File: config.mk
export PLATFORM = sky130hd
export DESIGN_NAME = ais_scaler_router
export DESIGN_NICKNAME = d
export VERILOG_FILES = /design/src/ais_pkg.sv /design/src/ais_scaler_router.sv /design/src/ais_mul_div.sv /design/src/ais_settle.sv
export VERILOG_INCLUDE_DIRS = /design/src
export SDC_FILE = /design/constraint.sdc
export NUM_CORES = 1
export LEC_CHECK = 0
export BUFFER_PORTS_ARGS = -buffer_cell sky130_fd_sc_hd__clkbuf_2
export CAP_MARGIN = 10
export CORE_UTILIZATION = 50
export DETAILED_ROUTE_END_ITERATION = 10
export PLACE_DENSITY = 0.68
export SYNTH_ARGS = -nofsm -noshare
export SYNTH_HDL_FRONTEND = slang
export SYNTH_HIERARCHICAL = 1
export SYNTH_SLANG_ARGS = --single-unit
File: constraint.sdc
create_clock -name clock -period 46.7 [get_ports clock]
set_input_delay 4.67 -clock clock [delete_from_list [all_inputs] [get_ports clock]]
set_output_delay 4.67 -clock clock [all_outputs]
set_load 0.05 [all_outputs]
File: src/ais_consts.svh
// Constants for the analog input scaler and router
`ifndef AIS_CONSTS_SVH
`define AIS_CONSTS_SVH
`define AIS_SAMPLE_W 10
`define AIS_VALUE_W 16
`define AIS_STEPS_FULL 256
`define AIS_STEPS_CUR 192
`define AIS_CUR_OFFSET 10'h0C0
`define AIS_FULL_SCALE 10'h3FF
`define AIS_STEP_SHIFT 2
`define AIS_POT_THRESH 8'h04
`define AIS_SETTLE_MS 1000
`define AIS_CLK_MHZ 250
`define AIS_SETTLE_CYC (`AIS_SETTLE_MS * 1000 * `AIS_CLK_MHZ)
`define AIS_SETTINGS_PAGE 8'h0B
`endif

File: src/ais_pkg.sv
// Types for the analog input scaler and router
package ais_pkg;
    typedef enum logic [1:0] {AIS_SRC_POT, AIS_SRC_VOLT, AIS_SRC_CUR} ais_src_e;
    typedef enum logic [2:0] {AIS_DST_NONE, AIS_DST_TARGET, AIS_DST_PERCENT,
        AIS_DST_PROGRAM, AIS_DST_FREQGEN, AIS_DST_MAIN_TACH,
        AIS_DST_LEADER_TACH} ais_dst_e;
    typedef struct packed
    {
        ais_dst_e dest;
        ais_src_e source;
        logic [15:0] min_value;
        logic [15:0] max_value;
    } ais_cfg_s;
    typedef struct packed
    {
        logic valid;
        logic [15:0] value;
    } ais_val_s;
endpackage

File: src/ais_scaler_router.sv
// Analog input scaler and router top level
`timescale 1ns/1ps
`default_nettype none
`include "ais_consts.svh"
module ais_scaler_router
    import ais_pkg::*;
#(
    parameter int VALUE_W = `AIS_VALUE_W,
    parameter int SETTLE_CYC = `AIS_SETTLE_CYC
)
(
    // Clock and reset
    input wire logic clock,
    input wire logic rst_n,
    // Converter sample
    input wire logic sample_valid,
    input wire logic [`AIS_SAMPLE_W-1:0] sample,
    input wire logic sample_under,
    input wire logic sample_over,
    // Settings page
    input wire logic cfg_write,
    input wire logic [7:0] cfg_page,
    input wire ais_cfg_s cfg_data,
    // Panel and serial writers
    input wire logic panel_write,
    input wire logic serial_write,
    input wire logic [2:0] other_dest,
    input wire logic [VALUE_W-1:0] other_value,
    // Destinations
    output ais_val_s target_speed,
    output ais_val_s percent_target,
    output ais_val_s program_num,
    output ais_val_s freqgen_rate,
    output ais_val_s main_tach,
    output ais_val_s leader_tach,
    output logic store_request,
    output logic cfg_error
);
    initial
    begin
        if (VALUE_W != 16)
            $error("VALUE_W must match the settings struct");
    end
    ais_cfg_s cfg;
    ais_cfg_s next_cfg;
    logic next_cfg_error;
    logic [`AIS_SAMPLE_W-1:0] adj;
    logic [7:0] idx;
    logic [7:0] next_idx;
    logic idx_valid;
    logic next_idx_valid;
    logic pot_mode;
    logic route_ok;
    logic settle_accept;
    logic [7:0] settle_held;
    logic map_start;
    logic map_done;
    logic [VALUE_W-1:0] map_result;
    logic map_pending_store;
    logic next_store;
    ais_val_s next_target, next_percent, next_program;
    ais_val_s next_freqgen, next_main, next_leader;

    // Configuration capture
    always_comb
    begin
        next_cfg = cfg;
        next_cfg_error = cfg_error;
        if (cfg_write && cfg_page == `AIS_SETTINGS_PAGE)
        begin
            next_cfg = cfg_data;
            // Only pot source allowed for frequency generator
            next_cfg_error = (cfg_data.dest == AIS_DST_FREQGEN)
                && (cfg_data.source != AIS_SRC_POT);
        end
    end
    always_ff @(posedge clock)
    begin
        if (!rst_n)
        begin
            cfg <= '{AIS_DST_NONE, AIS_SRC_POT, 16'h0000, 16'h0000};
            cfg_error <= 1'b0;
        end
        else
        begin
            cfg <= next_cfg;
            cfg_error <= next_cfg_error;
        end
    end

    assign pot_mode = (cfg.source == AIS_SRC_POT);
    assign route_ok = !cfg_error && cfg.dest != AIS_DST_NONE;

    // Sample to step index
    always_comb
    begin
        adj = sample;
        next_idx = idx;
        next_idx_valid = 1'b0;
        if (sample_valid)
        begin
            next_idx_valid = 1'b1;
            if (cfg.source == AIS_SRC_CUR)
            begin
                // Range flags first, then fixed 4 mA reading removed
                adj = sample - `AIS_CUR_OFFSET;
                if (sample_under)
                    next_idx = 8'h00;
                else if (sample_over)
                    next_idx = 8'(`AIS_STEPS_CUR - 1);
                else if (sample < `AIS_CUR_OFFSET)
                    next_idx = 8'h00;
                else if (adj[`AIS_STEP_SHIFT +: 8] > 8'(`AIS_STEPS_CUR - 1))
                    next_idx = 8'(`AIS_STEPS_CUR - 1);
                else
                    next_idx = adj[`AIS_STEP_SHIFT +: 8];
            end
            else if (sample_under)
                next_idx = 8'h00;
            else if (sample_over || sample == `AIS_FULL_SCALE)
                next_idx = 8'(`AIS_STEPS_FULL - 1);
            else
                next_idx = sample[`AIS_STEP_SHIFT +: 8];
        end
    end
    always_ff @(posedge clock)
    begin
        if (!rst_n)
        begin
            idx <= 8'h00;
            idx_valid <= 1'b0;
        end
        else
        begin
            idx <= next_idx;
            idx_valid <= next_idx_valid;
        end
    end

    ais_settle #(
        .SETTLE_CYC(SETTLE_CYC)
    ) u_settle (
        .clock(clock),
        .rst_n(rst_n),
        .enable(pot_mode && route_ok),
        .sample_valid(idx_valid),
        .index(idx),
        .accept(settle_accept),
        .held(settle_held)
    );

    // Pot waits for settle, others track every sample
    assign map_start = route_ok && (pot_mode ? settle_accept : idx_valid);

    ais_mul_div #(
        .VALUE_W(VALUE_W)
    ) u_map (
        .clock(clock),
        .rst_n(rst_n),
        .start(map_start),
        .index(pot_mode ? settle_held : idx),
        .current_mode(cfg.source == AIS_SRC_CUR),
        .min_value(cfg.min_value),
        .max_value(cfg.max_value),
        .done(map_done),
        .result(map_result)
    );

    // Destination values, last writer wins
    always_comb
    begin
        next_target = target_speed;
        next_percent = percent_target;
        next_program = program_num;
        next_freqgen = freqgen_rate;
        next_main = main_tach;
        next_leader = leader_tach;
        next_target.valid = 1'b0;
        next_percent.valid = 1'b0;
        next_program.valid = 1'b0;
        next_freqgen.valid = 1'b0;
        next_main.valid = 1'b0;
        next_leader.valid = 1'b0;
        next_store = 1'b0;
        if (panel_write || serial_write)
        begin
            case (ais_dst_e'(other_dest))
                AIS_DST_TARGET: next_target = '{1'b1, other_value};
                AIS_DST_PERCENT: next_percent = '{1'b1, other_value};
                AIS_DST_PROGRAM: next_program = '{1'b1, other_value};
                AIS_DST_FREQGEN: next_freqgen = '{1'b1, other_value};
                default: ;
            endcase
        end
        if (map_done && route_ok)
        begin
            next_store = map_pending_store;
            case (cfg.dest)
                AIS_DST_TARGET: next_target = '{1'b1, map_result};
                AIS_DST_PERCENT: next_percent = '{1'b1, map_result};
                AIS_DST_PROGRAM: next_program = '{1'b1, map_result};
                AIS_DST_FREQGEN: next_freqgen = '{1'b1, map_result};
                AIS_DST_MAIN_TACH: next_main = '{1'b1, map_result};
                AIS_DST_LEADER_TACH: next_leader = '{1'b1, map_result};
                default: next_store = 1'b0;
            endcase
        end
    end
    always_ff @(posedge clock)
    begin
        if (!rst_n)
        begin
            target_speed <= '0;
            percent_target <= '0;
            program_num <= '0;
            freqgen_rate <= '0;
            main_tach <= '0;
            leader_tach <= '0;
            store_request <= 1'b0;
            map_pending_store <= 1'b0;
        end
        else
        begin
            target_speed <= next_target;
            percent_target <= next_percent;
            program_num <= next_program;
            freqgen_rate <= next_freqgen;
            main_tach <= next_main;
            leader_tach <= next_leader;
            store_request <= next_store;
            map_pending_store <= pot_mode;
        end
    end
endmodule
`default_nettype wire

File: src/ais_mul_div.sv
// Linear map of a step index onto the configured span
`timescale 1ns/1ps
`default_nettype none
`include "ais_consts.svh"
module ais_mul_div
    import ais_pkg::*;
#(
    parameter int VALUE_W = `AIS_VALUE_W
)
(
    // Clock and reset
    input wire logic clock,
    input wire logic rst_n,
    // Request
    input wire logic start,
    input wire logic [7:0] index,
    input wire logic current_mode,
    input wire logic [VALUE_W-1:0] min_value,
    input wire logic [VALUE_W-1:0] max_value,
    // Result
    output logic done,
    output logic [VALUE_W-1:0] result
);
    initial
    begin
        if (VALUE_W < 8 || VALUE_W > 24)
            $error("VALUE_W out of range");
    end
    logic [VALUE_W+7:0] product;
    logic [VALUE_W+7:0] quot;
    logic [VALUE_W-1:0] span;
    logic [VALUE_W-1:0] next_result;
    logic next_done;
    always_comb
    begin
        span = (max_value > min_value) ? max_value - min_value : '0;
        product = span * index;
        // Truncated division by the step count minus one
        if (current_mode)
            quot = product / (VALUE_W+8)'(`AIS_STEPS_CUR - 1);
        else
            quot = product / (VALUE_W+8)'(`AIS_STEPS_FULL - 1);
        next_result = min_value + quot[VALUE_W-1:0];
        if (max_value <= min_value)
            next_result = min_value;
        next_done = start;
    end
    always_ff @(posedge clock)
    begin
        if (!rst_n)
        begin
            done <= 1'b0;
            result <= '0;
        end
        else
        begin
            done <= next_done;
            if (start)
                result <= next_result;
        end
    end
endmodule
`default_nettype wire

File: src/ais_settle.sv
// Potentiometer change threshold and settle timer
`timescale 1ns/1ps
`default_nettype none
`include "ais_consts.svh"
module ais_settle
    import ais_pkg::*;
#(
    parameter int SETTLE_CYC = `AIS_SETTLE_CYC
)
(
    // Clock and reset
    input wire logic clock,
    input wire logic rst_n,
    // Step stream
    input wire logic enable,
    input wire logic sample_valid,
    input wire logic [7:0] index,
    // Accepted step
    output logic accept,
    output logic [7:0] held
);
    initial
    begin
        if (SETTLE_CYC < 1)
            $error("SETTLE_CYC must be positive");
    end
    logic tracking;
    logic [31:0] timer;
    logic [7:0] last;
    logic next_tracking;
    logic [31:0] next_timer;
    logic [7:0] next_last;
    logic [7:0] next_held;
    logic next_accept;
    logic [7:0] diff;
    always_comb
    begin
        diff = (index > held) ? index - held : held - index;
        next_tracking = tracking;
        next_timer = timer;
        next_last = last;
        next_held = held;
        next_accept = 1'b0;
        if (!enable)
        begin
            next_tracking = 1'b0;
            next_timer = '0;
        end
        else if (sample_valid && !tracking)
        begin
            if (diff >= `AIS_POT_THRESH)
            begin
                next_tracking = 1'b1;
                next_last = index;
                next_timer = '0;
            end
        end
        else if (tracking)
        begin
            if (sample_valid && index != last)
            begin
                next_last = index;
                next_timer = '0;
            end
            else if (timer >= 32'(SETTLE_CYC - 1))
            begin
                next_tracking = 1'b0;
                next_held = last;
                next_accept = 1'b1;
            end
            else
                next_timer = timer + 32'h1;
        end
    end
    always_ff @(posedge clock)
    begin
        if (!rst_n)
        begin
            tracking <= 1'b0;
            timer <= '0;
            last <= '0;
            held <= '0;
            accept <= 1'b0;
        end
        else
        begin
            tracking <= next_tracking;
            timer <= next_timer;
            last <= next_last;
            held <= next_held;
            accept <= next_accept;
        end
    end
endmodule
`default_nettype wire

==> flow_summary_export.csv <==
group,metric,value,unit
die,die_w,222.9,um
clock_network,clock_sink_count,218,
synthesis,ys_warn_count,6,
sta,setup-violations-final,0,
placed_design,detailed_place_hpwl,60280,um
clock_network,hold_buffers,0,
synthesis,syn_area,0.02439,mm2
worst_hold_path,timing.hold.worst_path_depth,2,
run,maxCapViolations,0,
clock_network,worst_skew_pair.late_latency,0.53,ns
sta,timing.fmax,23.13,MHz
detailed_routing,drt_pass1_iterations,5,
synthesis,synth_cell_type_count,135,
global_routing,grt_remaining_overflow,0,
synthesis,syn-mean-instance-area,7.774,um2
setup_path,worstSetupEndpointType,"flop",
outcome,status,"finished clean",
power_and_ir_drop,leakage_power_figure,0.01084,uW
clock_network,cts.root.buffer_cell,"sky130_fd_sc_hd__clkbuf_16",
die,fp.dieArea,0.04966,mm2
layout,postLayoutCellArea,0.02641,mm2
die,core,0.04795,mm2
clock_network,cts_resized,0,
detailed_routing,aggregate_routed_wire_length,76670,um
detailed_routing,ant_nets,0,
global_routing,antenna_found_initial,1,
layout,final_nets,3500,
die,initial_utilization,0.5087,
global_routing,total_global_routing_track_utilization,0.3001,
synthesis,ys_async_sr_fraction,0,
setup_path,timing.critical_path.arrival,43.71,ns
sta,finalCriticalPeriod,43.23,ns
sta,worstMarginPinSlew,1.196,ns
sta,timing.clock.skew,0.02723,ns
clock_network,path_clk_slew,0.06,ns
sta,timing.slew.headroom,0.1996,
clock_network,h-tree-depth,1,
detailed_routing,post_drt_wl_per_cell,19.90,um
die,floorplan.io_pins,186,
setup_path,worst_path_largest_cell_delay,0.79,ns
sta,timing.final.max_slew_violations,0,
detailed_routing,residual_drc_count,0,
die,chip_height,222.9,um
global_routing,first_global_vias,22560,
die,placementRows,80,
setup_path,cpMaxStageDelayCell,"sky130_fd_sc_hd__nor4_1",
synthesis,syn_inst,3137,
clock_network,cts-buffers-inserted,25,
global_routing,global_route_wire_length_before_repair,122400,um
synthesis,yosys_most_used_dff,"sky130_fd_sc_hd__dfxtp_1",
global_routing,grt_start_max_net_pins,118,
clock_network,post_cts.repair.setup_buffers,0,
layout,commonest_non_fill_non_tap_cell_in_the_layout,"sky130_fd_sc_hd__nand2_1",
setup_path,start_kind,"flop",
setup_path,critical_path_peak_fanout,34,
synthesis,sequential_cell_area_fraction_in_the_yosys_report,0.1789,
power_and_ir_drop,powerDensity,18.70,mW/mm2
layout,final.fill_count,4564,
setup_path,critPathMostFrequentCell,"sky130_fd_sc_hd__ha_1",
detailed_routing,routed_via_count,24040,
placed_design,numPortBuffers,185,
power_and_ir_drop,peakVddDrop,0.00002101,V
sta,timing.final.hold_violations,0,
sta,grt_setup_unrepaired,"false",
sta,setup_tns,0,ns
layout,drive_gt1_frac,0.1189,
clock_network,max-clock-path-buffers,3,
synthesis,synth_fp_nets,3417,
setup_path,critical_path_class,"reg -> reg",
layout,multi_input_area,0.01864,mm2
placed_design,gp_routability_congestion,0.9431,
synthesis,number_of_synthesized_register_bits,218,
detailed_routing,drt_first_iter_violations,1870,
layout,mostFrequentLayoutCells,"358 x sky130_fd_sc_hd__nand2_1, 218 x sky130_fd_sc_hd__dfxtp_1, 184 x sky130_fd_sc_hd__nor2_1, 184 x sky130_fd_sc_hd__clkbuf_2, 180 x sky130_fd_sc_hd__inv_1",
setup_path,worst_reg2reg_path_depth,176,
clock_network,cts_tree,"done",
detailed_routing,vias_per_cell,6.239,
layout,syn2layout_area_growth,8.280,%
worst_hold_path,worstHoldPathType,"reg -> reg",
placed_design,placedInstanceArea,0.02554,mm2
synthesis,synth-edff-count,0,
sta,period_share,0.9258,
setup_path,required_time_of_the_critical_path,47.18,ns
layout,seq_area,0.004364,mm2
-- final timing paths --
path                                   endpoint  slack, ns                       from
hold / removal        main_tach[1]$_SDFFE_PN0P_       0.46  main_tach[1]$_SDFFE_PN0P_
hold reg to reg       main_tach[1]$_SDFFE_PN0P_       0.46  main_tach[1]$_SDFFE_PN0P_
setup reg to reg  u_map/result[15]$_SDFFE_PN0P_       3.47       cfg[16]$_SDFFE_PN0P_
setup / recovery  u_map/result[15]$_SDFFE_PN0P_       3.47       cfg[16]$_SDFFE_PN0P_
-- registers in the layout (all words and copies together), names as in the netlist --
signal,count
u_settle/held,8
target_speed,17
freqgen_rate,17
main_tach,17
cfg,37
u_settle/accept,1
leader_tach,17
program_num,17
cfg_error,1
u_settle/last,8
idx,8
u_settle/timer,32
u_settle/tracking,1
u_map/done,1
map_pending_store,1
store_request,1
u_map/result,16
idx_valid,1
percent_target,17
-- area by class of cell --
| type | count | share of cell area |
|---|---|---|
| flip-flops and latches | 218 | 0.1653 |
| clock inverters | 11 | 0.005686 |
| multi-input cells | 2583 | 0.7058 |
| clock buffers | 33 | 0.02672 |
| repair buffers | 203 | 0.04027 |
| inverters | 189 | 0.02705 |
| well taps | 615 | 0.02914 |
| diodes | 1 | 0.00009476 |
-- through the flow --
stage / util / setup WS (ns) / hold slack [ns] / cells / total power, uW
6_report: 0.5508 / 3.467 / 0.4625 / 3853 / 494.0
5_1_grt: 0.5507 / 0.3045 / 0.4766 / 3852 / 512.0
4_1_cts: 0.5506 / 4.015 / 0.4673 / 3851 / 495.8
3_5_place_dp: 0.5327 / 4.117 / 0.4588 / 3807 / 290.7
3_3_place_gp: 0.5327 / 5.462 / 0.4455 / 3807 / 290.5
2_1_floorplan: - / 9.304 / 0.4266 / 3137 / 266.0
-- synthesized netlist by cell type, types with 15 or more instances --
| cell | number | area share |
|---|---|---|
| sky130_fd_sc_hd__o211ai_1 | 36 | 0.011 |
| sky130_fd_sc_hd__or2_2 | 16 | 0.0041 |
| sky130_fd_sc_hd__nor2b_1 | 60 | 0.015 |
| sky130_fd_sc_hd__nand2_1 | 358 | 0.055 |
| sky130_fd_sc_hd__o21ai_0 | 168 | 0.034 |
| sky130_fd_sc_hd__nor4_1 | 34 | 0.0087 |
| sky130_fd_sc_hd__xnor2_1 | 94 | 0.034 |
| sky130_fd_sc_hd__and2_1 | 146 | 0.037 |
| sky130_fd_sc_hd__fa_1 | 88 | 0.072 |
| sky130_fd_sc_hd__clkbuf_1 | 94 | 0.014 |
| sky130_fd_sc_hd__and4_1 | 15 | 0.0054 |
| sky130_fd_sc_hd__a311oi_1 | 20 | 0.0072 |
| sky130_fd_sc_hd__a21boi_0 | 42 | 0.013 |
| sky130_fd_sc_hd__or3_1 | 32 | 0.0082 |
| sky130_fd_sc_hd__o21ai_1 | 20 | 0.0041 |
| sky130_fd_sc_hd__a21oi_1 | 171 | 0.035 |
| sky130_fd_sc_hd__ha_1 | 110 | 0.056 |
| sky130_fd_sc_hd__o21a_1 | 22 | 0.0068 |
| sky130_fd_sc_hd__nor2_1 | 184 | 0.028 |
| sky130_fd_sc_hd__nand3_1 | 78 | 0.016 |
| sky130_fd_sc_hd__xor2_1 | 40 | 0.014 |
| sky130_fd_sc_hd__o31ai_1 | 24 | 0.0074 |
| sky130_fd_sc_hd__nor3_1 | 72 | 0.015 |
| sky130_fd_sc_hd__inv_1 | 180 | 0.028 |
| sky130_fd_sc_hd__nand4_1 | 49 | 0.013 |
| sky130_fd_sc_hd__mux2_2 | 21 | 0.0097 |
| sky130_fd_sc_hd__nand2b_1 | 25 | 0.0064 |
| sky130_fd_sc_hd__a31oi_1 | 82 | 0.021 |
| sky130_fd_sc_hd__buf_2 | 27 | 0.0055 |
| sky130_fd_sc_hd__mux2i_1 | 120 | 0.049 |
| sky130_fd_sc_hd__a21o_1 | 49 | 0.015 |
| sky130_fd_sc_hd__and3_1 | 44 | 0.011 |
| sky130_fd_sc_hd__dfxtp_1 | 218 | 0.18 |
| sky130_fd_sc_hd__o21bai_1 | 17 | 0.0052 |
| sky130_fd_sc_hd__a211oi_1 | 28 | 0.0086 |
-- metal layers --
| metal | part of all wire | track usage | vias to the layer above |
|---|---|---|---|
| met5 | 0.000065 | 0 | - |
| met4 | 0.024 | 0.07942 | 2 |
| met3 | 0.061 | 0.03490 | 112 |
| met2 | 0.46 | 0.5029 | 839 |
| met1 | 0.45 | 0.4073 | 11500 |
| li1 | - | - | 11590 |
-- logic make-up after synthesis --
| logic type | share of synthesized area |
|---|---|
| compound gates | 0.2557 |
| xor+xnor | 0.05038 |
| fa+ha+maj | 0.1312 |
| buf+inv | 0.05823 |
| flops | 0.1789 |
| mux | 0.06485 |
| simple gates | 0.2607 |
-- worst max-delay path: cells and delay by family (launching register included) --
family | cells | cell delay, ns
fa+ha+maj | 24 | 8.14
simple gates | 54 | 13.90
compound gates | 71 | 17.08
mux | 2 | 0.53
buf+inv | 16 | 1.36
flops | 1 | 0.39
xor+xnor | 9 | 1.72
-- report_power, final --
part	switching, uW	leakage (uW)	internal, uW	total (uW)
sequential	2.09	0.00176	188	190
combinational	61.7	0.00866	37.1	98.8
clock	81.5	0.000421	123	205
Power figures use the tool's default switching activity.
